## src/hw/adcs_pkg.sv

```systemverilog
// Purpose: shared constants and types of the DAC control and audio port
// Assumes: clk runs at 125 MHz
// Notes: control word fields are bit positions within the 16-bit word
package adcs_pkg;
  localparam int CW_BITS = 16;
  localparam logic [15:0] CW_RESET = 16'h0000;
  localparam logic [4:0] CW_LAST = 5'h0f;
  localparam logic [4:0] CW_FULL = 5'h10;
  localparam int BIT_RUN = 0;
  localparam int BIT_MODE_LO = 1;
  localparam int BIT_MODE_HI = 2;
  localparam int BIT_ROLE = 3;
  localparam int BIT_WIDE = 4;
  localparam int BIT_ZC_OFF = 6;
  localparam int BIT_VOL_LO = 7;
  localparam int BIT_VOL_HI = 11;
  localparam int BIT_CHARGE = 12;
  // order of the filtered pin vector
  localparam int PIN_SCLK = 0;
  localparam int PIN_SDATA = 1;
  localparam int PIN_ENABLE = 2;
  localparam int PIN_BCLK = 3;
  localparam int PIN_WS = 4;
  localparam int PIN_ADATA = 5;
  localparam int PIN_COUNT = 6;
  localparam logic [5:0] NARROW_BITS = 6'h10;
  localparam logic [5:0] WIDE_BITS = 6'h20;
  localparam logic [5:0] BCNT_IDLE = 6'h3f;
  localparam int CLK_PERIOD_NS = 8;
  localparam int BCLK_HALF_NS = 328;
  localparam int BCLK_HALF_CYC = BCLK_HALF_NS / CLK_PERIOD_NS;
  localparam logic [5:0] BCLK_HALF_LAST = 6'(BCLK_HALF_CYC - 1);

  typedef enum logic [3:0] {
    MODE_OFF     = 4'h1,
    MODE_STANDBY = 4'h2,
    MODE_MUTE    = 4'h4,
    MODE_ACTIVE  = 4'h8
  } adcs_mode_type;

  typedef struct packed {
    adcs_mode_type mode;
    logic          master;
    logic          wide;
    logic          zero_cross_gate;
    logic [4:0]    volume;
    logic          bias_charge_speed;
    logic          run;
  } adcs_cfg_type;

  localparam adcs_cfg_type CFG_RESET = '{mode: MODE_OFF, volume: 5'h00,
                                         default: 1'b0};

  typedef struct packed {
    logic        right;
    logic [31:0] data;
  } adcs_sample_type;
endpackage

```

## src/hw/adcs_audio_ctrl.sv

```systemverilog
// Purpose: control word port, settings and audio input of a stereo DAC
// Assumes: all pins are asynchronous to clk; clk runs at 125 MHz
// Notes: the analog path sits outside; this block hands it settings
// Notes: and the samples that are to be heard
`timescale 1ns/1ps
module adcs_audio_ctrl (
  input  wire logic                  clk,
  input  wire logic                  nrst,
  input  wire logic                  ctl_sclk,
  input  wire logic                  ctl_sdata,
  input  wire logic                  ctl_enable,
  input  wire logic                  aud_bclk_i,
  output logic                       aud_bclk_o,
  output logic                       aud_bclk_oe,
  input  wire logic                  aud_ws_i,
  output logic                       aud_ws_o,
  output logic                       aud_ws_oe,
  input  wire logic                  aud_data,
  output adcs_pkg::adcs_cfg_type     cfg,
  output logic                       power_off_mode,
  output logic [31:0]                left_phone_out,
  output logic [31:0]                right_phone_out,
  output logic                       sample_stb
);
  logic [adcs_pkg::PIN_COUNT-1:0] pin_raw_w;
  logic [adcs_pkg::PIN_COUNT-1:0] pin_flt_w;
  logic [15:0]                    word_w;
  logic                           wstb_w;
  adcs_pkg::adcs_sample_type      smp_w;
  logic                           smp_stb_w;
  adcs_pkg::adcs_cfg_type         cfg_q;
  adcs_pkg::adcs_cfg_type         cfg_d;
  adcs_pkg::adcs_mode_type        tgt_mode_w;
  logic [4:0]                     tgt_vol_w;
  logic                           gate_on_w;
  logic                           tgt_down_w;
  logic                           clk_on_w;
  logic                           clear_w;
  logic                           active_w;
  logic                           mode_go_w;
  logic                           vol_go_w;
  logic                           left_in_w;
  logic                           zc_hit_w;
  logic                           zc_evt_q;
  logic [31:0]                    prev_left_q;
  logic                           power_off_q;
  logic [31:0]                    left_q;
  logic [31:0]                    right_q;
  logic                           stb_q;

  function automatic adcs_pkg::adcs_mode_type mode_of(input logic [1:0] b);
    unique case (b)
      2'b00: mode_of = adcs_pkg::MODE_OFF;
      2'b01: mode_of = adcs_pkg::MODE_STANDBY;
      2'b10: mode_of = adcs_pkg::MODE_MUTE;
      2'b11: mode_of = adcs_pkg::MODE_ACTIVE;
    endcase
  endfunction

  function automatic logic sign_of(input logic [31:0] d, input logic wide);
    sign_of = wide ? d[31] : d[15];
  endfunction

  // three-flop filters: a level is taken once the last two agree
  assign pin_raw_w = {aud_data, aud_ws_i, aud_bclk_i,
                      ctl_enable, ctl_sdata, ctl_sclk};

  generate
    for (genvar g = 0; g < adcs_pkg::PIN_COUNT; g++) begin : g_sync
      logic s1_q;
      logic s2_q;
      logic s3_q;
      logic flt_q;
      always_ff @(posedge clk or negedge nrst) begin
        if (!nrst) begin
          s1_q  <= 1'b0;
          s2_q  <= 1'b0;
          s3_q  <= 1'b0;
          flt_q <= 1'b0;
        end else begin
          s1_q <= pin_raw_w[g];
          s2_q <= s1_q;
          s3_q <= s2_q;
          if (s2_q == s3_q) begin
            flt_q <= s3_q;
          end
        end
      end
      assign pin_flt_w[g] = flt_q;
    end
  endgenerate

  adcs_ctl_shift u_ctl (
    .clk      (clk),
    .nrst     (nrst),
    .sclk     (pin_flt_w[adcs_pkg::PIN_SCLK]),
    .sdata    (pin_flt_w[adcs_pkg::PIN_SDATA]),
    .enable   (pin_flt_w[adcs_pkg::PIN_ENABLE]),
    .word     (word_w),
    .word_stb (wstb_w)
  );

  adcs_i2s_port u_i2s (
    .clk     (clk),
    .nrst    (nrst),
    .run     (clk_on_w),
    .clear   (clear_w),
    .master  (cfg_q.master),
    .wide    (cfg_q.wide),
    .bclk    (pin_flt_w[adcs_pkg::PIN_BCLK]),
    .ws      (pin_flt_w[adcs_pkg::PIN_WS]),
    .adata   (pin_flt_w[adcs_pkg::PIN_ADATA]),
    .bclk_o  (aud_bclk_o),
    .bclk_oe (aud_bclk_oe),
    .ws_o    (aud_ws_o),
    .ws_oe   (aud_ws_oe),
    .smp     (smp_w),
    .smp_stb (smp_stb_w)
  );

  // settings requested by the latest control word
  assign tgt_mode_w = mode_of(word_w[adcs_pkg::BIT_MODE_HI:
                                     adcs_pkg::BIT_MODE_LO]);
  assign tgt_vol_w = word_w[adcs_pkg::BIT_VOL_HI:adcs_pkg::BIT_VOL_LO];
  assign gate_on_w = ~word_w[adcs_pkg::BIT_ZC_OFF];
  assign tgt_down_w = (tgt_mode_w == adcs_pkg::MODE_OFF) |
                      (tgt_mode_w == adcs_pkg::MODE_STANDBY);

  // clocks live in mute and active only; off also drops link state
  assign clk_on_w = cfg_q.run & ((cfg_q.mode == adcs_pkg::MODE_MUTE) |
                                 (cfg_q.mode == adcs_pkg::MODE_ACTIVE));
  assign clear_w = ~cfg_q.run | (cfg_q.mode == adcs_pkg::MODE_OFF);
  assign active_w = cfg_q.run & (cfg_q.mode == adcs_pkg::MODE_ACTIVE);

  // with no clocks there can be no crossing, so mode changes do not wait for one
  assign mode_go_w = (tgt_mode_w != cfg_q.mode) &
                     (~tgt_down_w | ~gate_on_w | zc_evt_q | ~clk_on_w);
  assign vol_go_w = (tgt_vol_w != cfg_q.volume) &
                    (~gate_on_w | zc_evt_q);

  assign cfg_d = '{
    mode:              mode_go_w ? tgt_mode_w : cfg_q.mode,
    master:            word_w[adcs_pkg::BIT_ROLE],
    wide:              word_w[adcs_pkg::BIT_WIDE],
    zero_cross_gate:   gate_on_w,
    volume:            vol_go_w ? tgt_vol_w : cfg_q.volume,
    bias_charge_speed: word_w[adcs_pkg::BIT_CHARGE],
    run:               word_w[adcs_pkg::BIT_RUN]
  };

  // crossing: left sample is zero or its sign differs from the last
  assign left_in_w = smp_stb_w & ~smp_w.right;
  assign zc_hit_w = left_in_w &
                    ((smp_w.data == 32'h0000_0000) |
                     (sign_of(smp_w.data, cfg_q.wide) !=
                      sign_of(prev_left_q, cfg_q.wide)));

  assign cfg = cfg_q;
  assign power_off_mode = power_off_q;
  assign left_phone_out = left_q;
  assign right_phone_out = right_q;
  assign sample_stb = stb_q;

  always_ff @(posedge clk or negedge nrst) begin
    if (!nrst) begin
      cfg_q       <= adcs_pkg::CFG_RESET;
      power_off_q <= 1'b1;
    end else begin
      cfg_q       <= cfg_d;
      power_off_q <= cfg_d.mode == adcs_pkg::MODE_OFF;
    end
  end

  always_ff @(posedge clk or negedge nrst) begin
    if (!nrst) begin
      zc_evt_q    <= 1'b0;
      prev_left_q <= 32'h0000_0000;
    end else begin
      zc_evt_q <= zc_hit_w;
      if (left_in_w) begin
        prev_left_q <= smp_w.data;
      end
    end
  end

  // mute and every non-active mode silence the outputs at once
  always_ff @(posedge clk or negedge nrst) begin
    if (!nrst) begin
      left_q  <= 32'h0000_0000;
      right_q <= 32'h0000_0000;
      stb_q   <= 1'b0;
    end else begin
      stb_q <= smp_stb_w & active_w;
      if (!active_w) begin
        left_q  <= 32'h0000_0000;
        right_q <= 32'h0000_0000;
      end else if (smp_stb_w && !smp_w.right) begin
        left_q <= smp_w.data;
      end else if (smp_stb_w) begin
        right_q <= smp_w.data;
      end
    end
  end
endmodule

```

## src/hw/adcs_ctl_shift.sv

```systemverilog
// Purpose: assembles 16-bit control words from the filtered serial pins
// Assumes: inputs already synchronised to clk
// Notes: word holds the last complete word; word_stb marks its arrival
`timescale 1ns/1ps
module adcs_ctl_shift (
  input  wire logic        clk,
  input  wire logic        nrst,
  input  wire logic        sclk,
  input  wire logic        sdata,
  input  wire logic        enable,
  output logic [15:0]      word,
  output logic             word_stb
);
  logic        sclk_d_q;
  logic [4:0]  cnt_q;
  logic [15:0] sh_q;
  logic [15:0] word_q;
  logic        stb_q;
  logic        rise_w;
  logic        take_w;
  logic [15:0] sh_d;

  assign rise_w = enable & sclk & ~sclk_d_q;
  assign take_w = rise_w & (cnt_q != adcs_pkg::CW_FULL);
  assign sh_d = {sdata, sh_q[15:1]};
  assign word = word_q;
  assign word_stb = stb_q;

  always_ff @(posedge clk or negedge nrst) begin
    if (!nrst) begin
      sclk_d_q <= 1'b0;
      cnt_q    <= 5'h00;
      sh_q     <= 16'h0000;
      word_q   <= adcs_pkg::CW_RESET;
      stb_q    <= 1'b0;
    end else begin
      sclk_d_q <= sclk;
      stb_q    <= 1'b0;
      if (!enable) begin
        cnt_q <= 5'h00;
      end else if (take_w) begin
        cnt_q <= cnt_q + 5'h01;
        sh_q  <= sh_d;
        if (cnt_q == adcs_pkg::CW_LAST) begin
          word_q <= sh_d;
          stb_q  <= 1'b1;
        end
      end
    end
  end
endmodule

```

## src/hw/adcs_i2s_port.sv

```systemverilog
// Purpose: audio serial receiver with optional bit clock generation
// Assumes: slave pins already synchronised to clk
// Notes: all link events are taken at bit clock rising edges
`timescale 1ns/1ps
module adcs_i2s_port (
  input  wire logic                    clk,
  input  wire logic                    nrst,
  input  wire logic                    run,
  input  wire logic                    clear,
  input  wire logic                    master,
  input  wire logic                    wide,
  input  wire logic                    bclk,
  input  wire logic                    ws,
  input  wire logic                    adata,
  output logic                         bclk_o,
  output logic                         bclk_oe,
  output logic                         ws_o,
  output logic                         ws_oe,
  output adcs_pkg::adcs_sample_type    smp,
  output logic                         smp_stb
);
  logic [5:0]  half_q;
  logic        bclk_q;
  logic [6:0]  fbit_q;
  logic        mws_q;
  logic        oe_q;
  logic        bclk_d_q;
  logic        ws_d_q;
  logic        data_d_q;
  logic        wsl_q;
  logic [5:0]  bcnt_q;
  logic [31:0] sh_q;
  adcs_pkg::adcs_sample_type smp_q;
  logic        stb_q;
  logic [5:0]  nbits_w;
  logic [5:0]  wlast_w;
  logic [6:0]  flast_w;
  logic        tick_w;
  logic        grise_w;
  logic        rise_w;
  logic        ws_pre_w;
  logic        chg_w;
  logic        shift_w;
  logic        emit_w;
  logic [31:0] sh_d_w;

  assign nbits_w = wide ? adcs_pkg::WIDE_BITS : adcs_pkg::NARROW_BITS;
  assign wlast_w = nbits_w - 6'h01;
  assign flast_w = {nbits_w, 1'b0} - 7'h01;
  assign tick_w = run & master & (half_q == adcs_pkg::BCLK_HALF_LAST);
  assign grise_w = tick_w & ~bclk_q;
  assign rise_w = grise_w | (run & ~master & bclk & ~bclk_d_q);
  assign ws_pre_w = master ? mws_q : ws_d_q;
  assign chg_w = rise_w & (ws_pre_w != wsl_q);
  assign shift_w = rise_w & (bcnt_q < nbits_w);
  assign emit_w = shift_w & (bcnt_q == wlast_w);
  assign sh_d_w = {sh_q[30:0], data_d_q};
  assign bclk_o = bclk_q;
  assign bclk_oe = oe_q;
  assign ws_o = mws_q;
  assign ws_oe = oe_q;
  assign smp = smp_q;
  assign smp_stb = stb_q;

  always_ff @(posedge clk or negedge nrst) begin
    if (!nrst) begin
      half_q <= 6'h00;
      bclk_q <= 1'b0;
      fbit_q <= 7'h00;
      mws_q  <= 1'b0;
    end else if (clear) begin
      half_q <= 6'h00;
      bclk_q <= 1'b0;
      fbit_q <= 7'h00;
      mws_q  <= 1'b0;
    end else if (run && master) begin
      half_q <= tick_w ? 6'h00 : half_q + 6'h01;
      bclk_q <= bclk_q ^ tick_w;
      if (grise_w) begin
        fbit_q <= (fbit_q == flast_w) ? 7'h00 : fbit_q + 7'h01;
        if (fbit_q == flast_w || fbit_q == {1'b0, wlast_w}) begin
          mws_q <= ~mws_q;
        end
      end
    end
  end

  always_ff @(posedge clk or negedge nrst) begin
    if (!nrst) begin
      oe_q     <= 1'b0;
      bclk_d_q <= 1'b0;
      ws_d_q   <= 1'b0;
      data_d_q <= 1'b0;
    end else begin
      oe_q     <= run & master;
      bclk_d_q <= bclk;
      ws_d_q   <= ws;
      data_d_q <= adata;
    end
  end

  always_ff @(posedge clk or negedge nrst) begin
    if (!nrst) begin
      wsl_q  <= 1'b0;
      bcnt_q <= adcs_pkg::BCNT_IDLE;
      sh_q   <= 32'h0000_0000;
    end else if (clear) begin
      wsl_q  <= 1'b0;
      bcnt_q <= adcs_pkg::BCNT_IDLE;
      sh_q   <= 32'h0000_0000;
    end else if (rise_w) begin
      wsl_q  <= ws_pre_w;
      bcnt_q <= chg_w ? 6'h00 : bcnt_q + {5'h00, shift_w};
      if (shift_w) begin
        sh_q <= sh_d_w;
      end
    end
  end

  always_ff @(posedge clk or negedge nrst) begin
    if (!nrst) begin
      smp_q <= '0;
      stb_q <= 1'b0;
    end else begin
      stb_q <= emit_w;
      if (emit_w) begin
        smp_q.right <= wsl_q;
        smp_q.data  <= wide ? sh_d_w : {16'h0000, sh_d_w[15:0]};
      end
    end
  end
endmodule

```

## config.mk

```make
export PLATFORM = sky130hd
export DESIGN_NAME = adcs_audio_ctrl
export DESIGN_NICKNAME = d
export VERILOG_FILES = /design/src/hw/adcs_pkg.sv /design/src/hw/adcs_audio_ctrl.sv /design/src/hw/adcs_ctl_shift.sv /design/src/hw/adcs_i2s_port.sv
export SDC_FILE = /design/constraint.sdc
export NUM_CORES = 1
export LEC_CHECK = 0
export ABC_AREA = 1
export ABC_CLOCK_PERIOD_IN_PS = 4050
export BUFFER_PORTS_ARGS = -buffer_cell sky130_fd_sc_hd__buf_2
export CAP_MARGIN = 30
export CELL_PAD_IN_SITES_DETAIL_PLACEMENT = 0
export CELL_PAD_IN_SITES_GLOBAL_PLACEMENT = 1
export CORE_UTILIZATION = 45
export CTS_CLUSTER_DIAMETER = 30
export DETAILED_ROUTE_END_ITERATION = 8
export PLACE_DENSITY_LB_ADDON = 0.1
export SYNTH_ARGS = -nofsm -noshare
export SYNTH_HDL_FRONTEND = slang
export SYNTH_SLANG_ARGS = --single-unit
export TNS_END_PERCENT = 100
```

## constraint.sdc

```tcl
create_clock -name clk -period 4.05 [get_ports clk]
set_clock_uncertainty 0.2 [all_clocks]
set_input_delay 0.6075 -clock clk [delete_from_list [all_inputs] [get_ports clk]]
set_output_delay 0.6075 -clock clk [all_outputs]
set_load 0.05 [all_outputs]
```

==> results of run 1 <==
-- registers in the layout, indices dropped and copies added, names as in the netlist, 2 cells and up --
name	flops
u_i2s.bcnt_q	6
right_phone_out	32
g_sync.s3_q	6
u_i2s.sh_q	31
left_phone_out	32
g_sync.flt_q	6
u_i2s.fbit_q	7
u_i2s.half_q	6
u_ctl.sh_q	15
g_sync.s1_q	6
g_sync.s2_q	6
u_i2s.smp	33
u_ctl.cnt_q	5
u_ctl.word	12
prev_left_q	2
cfg	14
-- routing by layer --
metal / track usage (%) / wire length [µm] / vias up / share of wire [%]
met5: 0 / 0 / - / 0
met4: 5.70 / 311 / 0 / 1.5
met3: 4.34 / 955 / 26 / 4.6
met2: 29.1 / 9120 / 143 / 44
met1: 27.3 / 10300 / 3483 / 50
li1: - / - / 3832 / -
-- stage by stage --
stage                     instance area [µm²]  setup WS, ns
final                                   12400         0.726
after global routing                    12400         0.428
after CTS                               12400         0.684
after detailed placement                10600         0.690
after global placement                  10600         0.843
after floorplan                          9970         0.888
-- final cells by class --
cell class                      instances  area (µm²)  area share (%)
Multi-Input combinational cell        737        3470            28.1
Tap cell                              280         350            2.83
Sequential cell                       231        5790            46.8
Clock buffer                           63        1390            11.3
Inverter                              100         375            3.04
Clock inverter                         31         333            2.69
Timing Repair Buffer                  110         651            5.26
-- Yosys cell counts (6+ instances only) --
library cell  instances
o21ai_1              19
clkbuf_1             21
buf_6                 8
inv_1                96
nand2_1             393
nor2_1               53
buf_4                13
nand3_1              80
buf_2                12
nand4_1              57
xor2_1               13
maj3_1                6
dfrtp_1             223
ha_1                 11
o21ai_0              76
a21oi_1               8
dfstp_2               8
-- worst max-delay path: stages (launching register included) --
cell and delay, ns:
dfrtp_1 0.41, inv_1 0.10, nand3_2 0.13, nor2_4 0.21, nand3_1 0.18, inv_1 0.09
ha_1 0.17, clkinv_1 0.29, nand2_8 0.30, nand2_4 0.25, inv_1 0.13, ha_1 0.17
ha_1 0.18, nand3_1 0.09, xor2_1 0.13, nand3_1 0.09, nand3_1 0.10
-- kinds of logic (layout without fill, tap and decap cells) --
logic type	Yosys count	count (layout)	share of synthesized area [%]
and+or+nand+nor	598	598	25.9
DFF	231	231	58.1
buffers and inverters	158	304	7.24
AOI/OAI and AO/OA	107	107	5.44
adders and majority gates	17	17	1.98
xor gates and xnor gates	15	15	1.32
-- layout by cell type (no fill, tap or decap), drive strengths merged --
master / count
a21boi: 1
a21oi: 8
buf: 103
bufinv: 5
clkbuf: 63
clkinv: 16
clkinvlp: 6
dfrtp: 223
dfstp: 8
dlygate4sd3: 7
ha: 11
inv: 104
maj3: 6
nand2: 396
nand3: 82
nand3b: 1
nand4: 57
nor2: 56
nor3: 3
nor3b: 1
o21ai: 95
o22ai: 3
or2: 2
xnor2: 2
xor2: 13
-- path summary, 6_finish.rpt --
path | from | depth (start not counted) | to | slack [ns]
worst max-delay path | cfg[11] | 16 | u_i2s.bcnt_q[4] | 0.73
worst min-delay path | g_sync[4].s1_q | 0 | g_sync[4].s2_q | 0.14
worst max register to register | cfg[11] | 16 | u_i2s.bcnt_q[4] | 0.73
worst min register to register | g_sync[4].s1_q | 0 | g_sync[4].s2_q | 0.14
max in group asynchronous | nrst | 3 | cfg[5] | 2.26
min in group asynchronous | nrst | 2 | right_phone_out[26] | 0.50
-- report_power, final --
part / total, µW / internal (µW) / switching [µW] / leakage [µW]
clock network: 4040 / 2750 / 1290 / 0.000843
logic: 128 / 38.7 / 89.4 / 0.00273
registers: 2400 / 2370 / 26.1 / 0.00312
-- timing repair --
| item | 4_1_cts | 5_1_grt |
|---|---|---|
| endpoints found under the setup margin | 0 | 0 |
| setup buffers | 0 | 0 |
| hold buffers | 7 | 0 |
| endpoints found under the hold margin | 87 | 0 |
==> out/summary.log, run 1 <==
qor: floorplan.fp.dieArea 22,700 µm²
qor: yosys.synth_async_sr_flop_share 100%
qor: worst_setup_path.cp-start-kind register
qor: global_route.number_of_global_route_vias_before_repair 7,213
qor: route.drc 1
qor: place.placed_cells_incl_taps 1,451
qor: sta.drv_slew 0
qor: sta.report.final.setup_viol 0
qor: floorplan.die_h 151 µm
qor: layout.fin_util 56.8%
qor: worst_setup_path.cp_data_arrival_time 3.59 ns
qor: layout.number_of_antenna_diodes 0
qor: sta.max_freq 301 MHz
qor: route.first_iter_violations 312
qor: route.route.vias.total 7,484
qor: run_status.status finished with violations
qor: yosys.synth_area_per_cell 8.85 µm²
qor: layout.filler_cell_count 1,974
qor: floorplan.core_area 21,800 µm²
qor: layout.layout.cells.non_filler 1,552
qor: yosys.postSynthNetCount 1,145
qor: place.place_hpwl 12,900 µm
qor: route.drt_wl_total 20,700 µm
qor: route.firstDrtPassIters 7
qor: yosys.synthesis_warnings 0
qor: yosys.netlist_top_cells_area dfrtp_1, nand2_1, nand3_1, o21ai_0, inv_1
qor: yosys.synth_ff_type dfrtp_1
qor: global_route.global_route_usage_over_all_layers 19.2%
qor: worst_setup_path.crit_path_end_kind register
qor: global_route.grt_pass1_wl 35,300 µm
qor: power_and_ir_drop.post-layout-total-power 6570 µW
qor: sta.hold_slack 0.144 ns
qor: yosys.synth-seq-area-share 58.1%
qor: sta.final-hold-violation-count 0
qor: min_path.timing.hold.worst.class register to register
qor: worst_setup_path.worstPathRequired 4.32 ns
qor: worst_setup_path.critPathKind register to register
qor: global_route.globalRouteOverflowTotal 0
qor: layout.final_layout_size_suffix_gt1_share 17.0%
qor: global_route.antenna_violations_before_repair 0
qor: sta.post-route-period-util 82.1%
qor: sta.period_needed 3.32 ns
qor: route.routed_length_per_placed_instance 13.3 µm
qor: yosys.synth_top_area_share 56.0%
qor: yosys.post_synth_inst_count 1,126
qor: clock_tree.worst_setup_hold_path_clk_slew 0.05 ns
qor: layout.area_growth_syn_to_fin 24.1%
qor: floorplan.initial_utilization 45.8%
qor: power_and_ir_drop.power.leakage 0.00670 µW
qor: floorplan.ios 92
qor: yosys.synth_largest_area_cell dfrtp_1
qor: global_route.maximum_number_of_pins_on_one_net_before_global_route_repair 106
qor: clock_tree.numCtsBuffers 50
qor: clock_tree.count_of_clock_tree_sinks 231
qor: place.gp_routability_congestion 0.806
qor: sta.finalSetupTns 0 ns
qor: power_and_ir_drop.worst_ir_drop_vdd 0.000401 V
qor: clock_tree.worst_skew_late_latency 0.54 ns
qor: run_status.failed_checks DRC
qor: clock_tree.max-clock-path-buffers 3
qor: yosys.synth_enable_flop_cells 0
qor: yosys.synth_area 9970 µm²
qor: sta.timing.slew.headroom 39.7%
qor: floorplan.chipWidth 151 µm
qor: route.post_drt_via_cell_ratio 4.82
qor: route.route.antenna.remaining_nets 0
qor: clock_tree.cts.root.buffer_cell clkbuf_16
qor: job.max_cap_violations 0
qor: worst_setup_path.worst_path_fanout_max 32
qor: layout.fin_nets 1,249
qor: power_and_ir_drop.power_density_over_cell_area 531 nW/µm²
qor: yosys.ys_ff_latch 231
qor: floorplan.placementRows 54
qor: place.io_buffer_count 91
qor: clock_tree.tritoncts_clock_tree yes
qor: clock_tree.htree_levels 2
qor: sta.tightestPinTransition 0.903 ns
qor: clock_tree.post_cts_resized 0
qor: yosys.netlist-cell-type-count 34
qor: sta.grt_setup_unrepaired false
(Power assumes the default switching activity.)
==> inputs of run 2 (changes only) <==
Settings changed: ABC_CLOCK_PERIOD_IN_PS 4050 to 3500.
Clock period 4.05 ns to 3.5 ns, I/O delays scaled along.
==> run 2 against run 1 <==
The flow now finishes without violations. Non-clock buffer count grew 2. Utilization grew 1.3 points. Combinational power grew 18%. Critical endpoint unchanged. Largest power group unchanged. Highest routed layer unchanged.
==> out/summary.log, run 2 (synthesis results as in run 1) <==
qor: run_status.status complete, no violations
qor: clock_tree.worst_skew_late_latency 0.53 ns
qor: floorplan.core_area 21,800 µm²
qor: clock_tree.hold_buffer_count_at_cts 7
qor: place.io_buffer_count 91
qor: min_path.hold_start g_sync[4].s1_q
qor: floorplan.placementRows 54
qor: place.place_hpwl 13,100 µm
qor: global_route.grt_pass1_wl 34,900 µm
qor: worst_setup_path.critPathKind register to register
qor: floorplan.chipWidth 151 µm
qor: sta.drv_slew 0
qor: clock_tree.cts.root.buffer_cell clkbuf_16
qor: route.routed_length_per_placed_instance 13.3 µm
qor: floorplan.die_h 151 µm
qor: clock_tree.htree_levels 2
qor: layout.final_layout_size_suffix_gt1_share 17.7%
qor: layout.seqCellArea 5790 µm²
qor: route.post_drt_via_cell_ratio 4.85
qor: route.route.vias.total 7,562
qor: layout.number_of_antenna_diodes 0
qor: power_and_ir_drop.total_switching_power 1710 µW
qor: sta.final-hold-violation-count 0
qor: worst_setup_path.crit_path_top_delay_cell dfrtp_1
qor: job.max_cap_violations 0
qor: global_route.maximum_number_of_pins_on_one_net_before_global_route_repair 90
qor: clock_tree.cts_post_setup_buffers_inserted 0
qor: layout.layout.cells.most_common nand2_1
qor: worst_setup_path.reg2reg_to u_i2s.bcnt_q[4]
qor: sta.finalSetupTns 0 ns
qor: worst_setup_path.worstPathRequired 3.73 ns
qor: worst_setup_path.reg2reg_slack 0.41 ns
qor: power_and_ir_drop.netSwitchingFraction 20.7%
qor: floorplan.initial_utilization 45.8%
qor: global_route.antenna_violations_before_repair 0
qor: sta.timing.slew.headroom 54.5%
qor: power_and_ir_drop.clkPwrFrac 64.6%
qor: floorplan.ios 92
qor: worst_setup_path.crit_path_end_kind register
qor: route.firstDrtPassIters 6
qor: route.first_iter_violations 345
qor: sta.tightestPinTransition 0.682 ns
qor: worst_setup_path.worst_r2r_path_depth 17
qor: route.drc 0
qor: worst_setup_path.worst_path_fanout_max 29
qor: min_path.hold_end g_sync[4].s2_q
qor: clock_tree.numCtsBuffers 53
qor: clock_tree.post_cts_resized 0
qor: sta.post-route-period-util 88.3%
qor: layout.multiInputGateArea 3470 µm²
qor: power_and_ir_drop.worst_ir_drop_vdd 0.000488 V
qor: power_and_ir_drop.combinationalPowerShare 1.8%
qor: sta.max_freq 324 MHz
qor: clock_tree.tritoncts_clock_tree yes
qor: clock_tree.worst_setup_hold_path_clk_slew 0.05 ns
qor: layout.fin_util 58.1%
qor: layout.fin_nets 1,254
qor: worst_setup_path.crit_top_cell nand3_1
qor: power_and_ir_drop.power_report.internal_total 6570 µW
qor: worst_setup_path.crit_path_cell_trace inv_2 -> nand2_1 -> nand2_1 -> nor2_4 -> nand3_1 -> inv_1 -> ha_1 -> clkinv_1 -> nand2_8 -> nand2_4 -> inv_1 -> ha_1 -> ha_1 -> nand3_1 -> xor2_1 -> nand3_1 -> nand3_1
qor: worst_setup_path.regToRegStartpoint cfg[12]
qor: global_route.number_of_global_route_vias_before_repair 7,172
qor: sta.report.final.setup_viol 0
qor: layout.filler_cell_count 1,971
qor: min_path.whs_path_depth 0
qor: sta.grt_setup_unrepaired false
qor: power_and_ir_drop.power_density_over_cell_area 655 nW/µm²
qor: clock_tree.count_of_clock_tree_sinks 231
qor: layout.layout.cells.most_common_list nand2_1, dfrtp_1, inv_1
qor: floorplan.fp.dieArea 22,700 µm²
qor: power_and_ir_drop.power.leakage 0.00681 µW
qor: layout.flip_flop_count_of_the_largest_register_all_copies_and_words_added 33
qor: clock_tree.max-clock-path-buffers 3
qor: route.route.antenna.remaining_nets 0
qor: route.drt_wl_total 20,800 µm
qor: worst_setup_path.cp_data_arrival_time 3.32 ns
qor: sta.hold_slack 0.142 ns
qor: power_and_ir_drop.seqPwrFrac 33.5%
qor: power_and_ir_drop.post-layout-total-power 8280 µW
qor: sta.period_needed 3.09 ns
qor: place.gp_routability_congestion 0.794
qor: global_route.globalRouteOverflowTotal 0
qor: min_path.timing.hold.worst.class register to register
qor: worst_setup_path.max_stage_delay 0.50 ns
qor: global_route.global_route_usage_over_all_layers 18.7%
qor: layout.area_growth_syn_to_fin 26.8%
qor: worst_setup_path.cp-start-kind register
run 2: power groups by stage:
stage	clock network, µW	registers, µW	logic (µW)
floorplan	0	2810	67.2
global placement	0	2810	149
detailed placement	0	2820	152
CTS	5460	2780	159
global route	5610	2780	181
finish	5350	2780	151
run 2: routing by layer:
layer / GRT usage [%] / routed length, µm
met5: 0 / 0
met4: 5.45 / 254
met3: 4.49 / 1100
met2: 27.6 / 8890
met1: 27.4 / 10500
run 2: how the worst max path moves through the flow:
stage | from | endpoint | slack, ns
4_1_cts | cfg[12] | u_i2s.bcnt_q[4] | 0.39
5_1_grt | cfg[12] | u_i2s.bcnt_q[4] | 0.10
3_3_place_gp | cfg[12] | u_i2s.bcnt_q[4] | 0.56
3_5_place_dp | cfg[12] | u_i2s.bcnt_q[4] | 0.39
2_1_floorplan | cfg[12] | u_i2s.bcnt_q[4] | 0.34
6_report | cfg[12] | u_i2s.bcnt_q[4] | 0.41
run 2: per-stage QoR:
step                cells  cell area, µm²  worst slack [ns]
floorplan            1126            9970             0.338
global placement     1453           10600             0.557
CTS                  1560           12600             0.393
global route         1560           12600             0.101
detailed placement   1453           10600             0.392
finish               1560           12600             0.410
run 2: layout make-up:
class | instances | area share, %
repair buffers | 112 | 5.27
clock inverters | 39 | 4.57
clock buffers | 61 | 11.1
well taps | 280 | 2.77
inverters | 100 | 2.97
multi-input cells | 737 | 27.5
flip-flops and latches | 231 | 45.8
run 2: worst max-delay path: cells and delay by family (launching register included):
kind,cells,cell delay [ns]
simple gates,9,1.09
xor+xnor,1,0.14
flops,1,0.50
fa+ha+maj,3,0.51
buf+inv,4,0.53
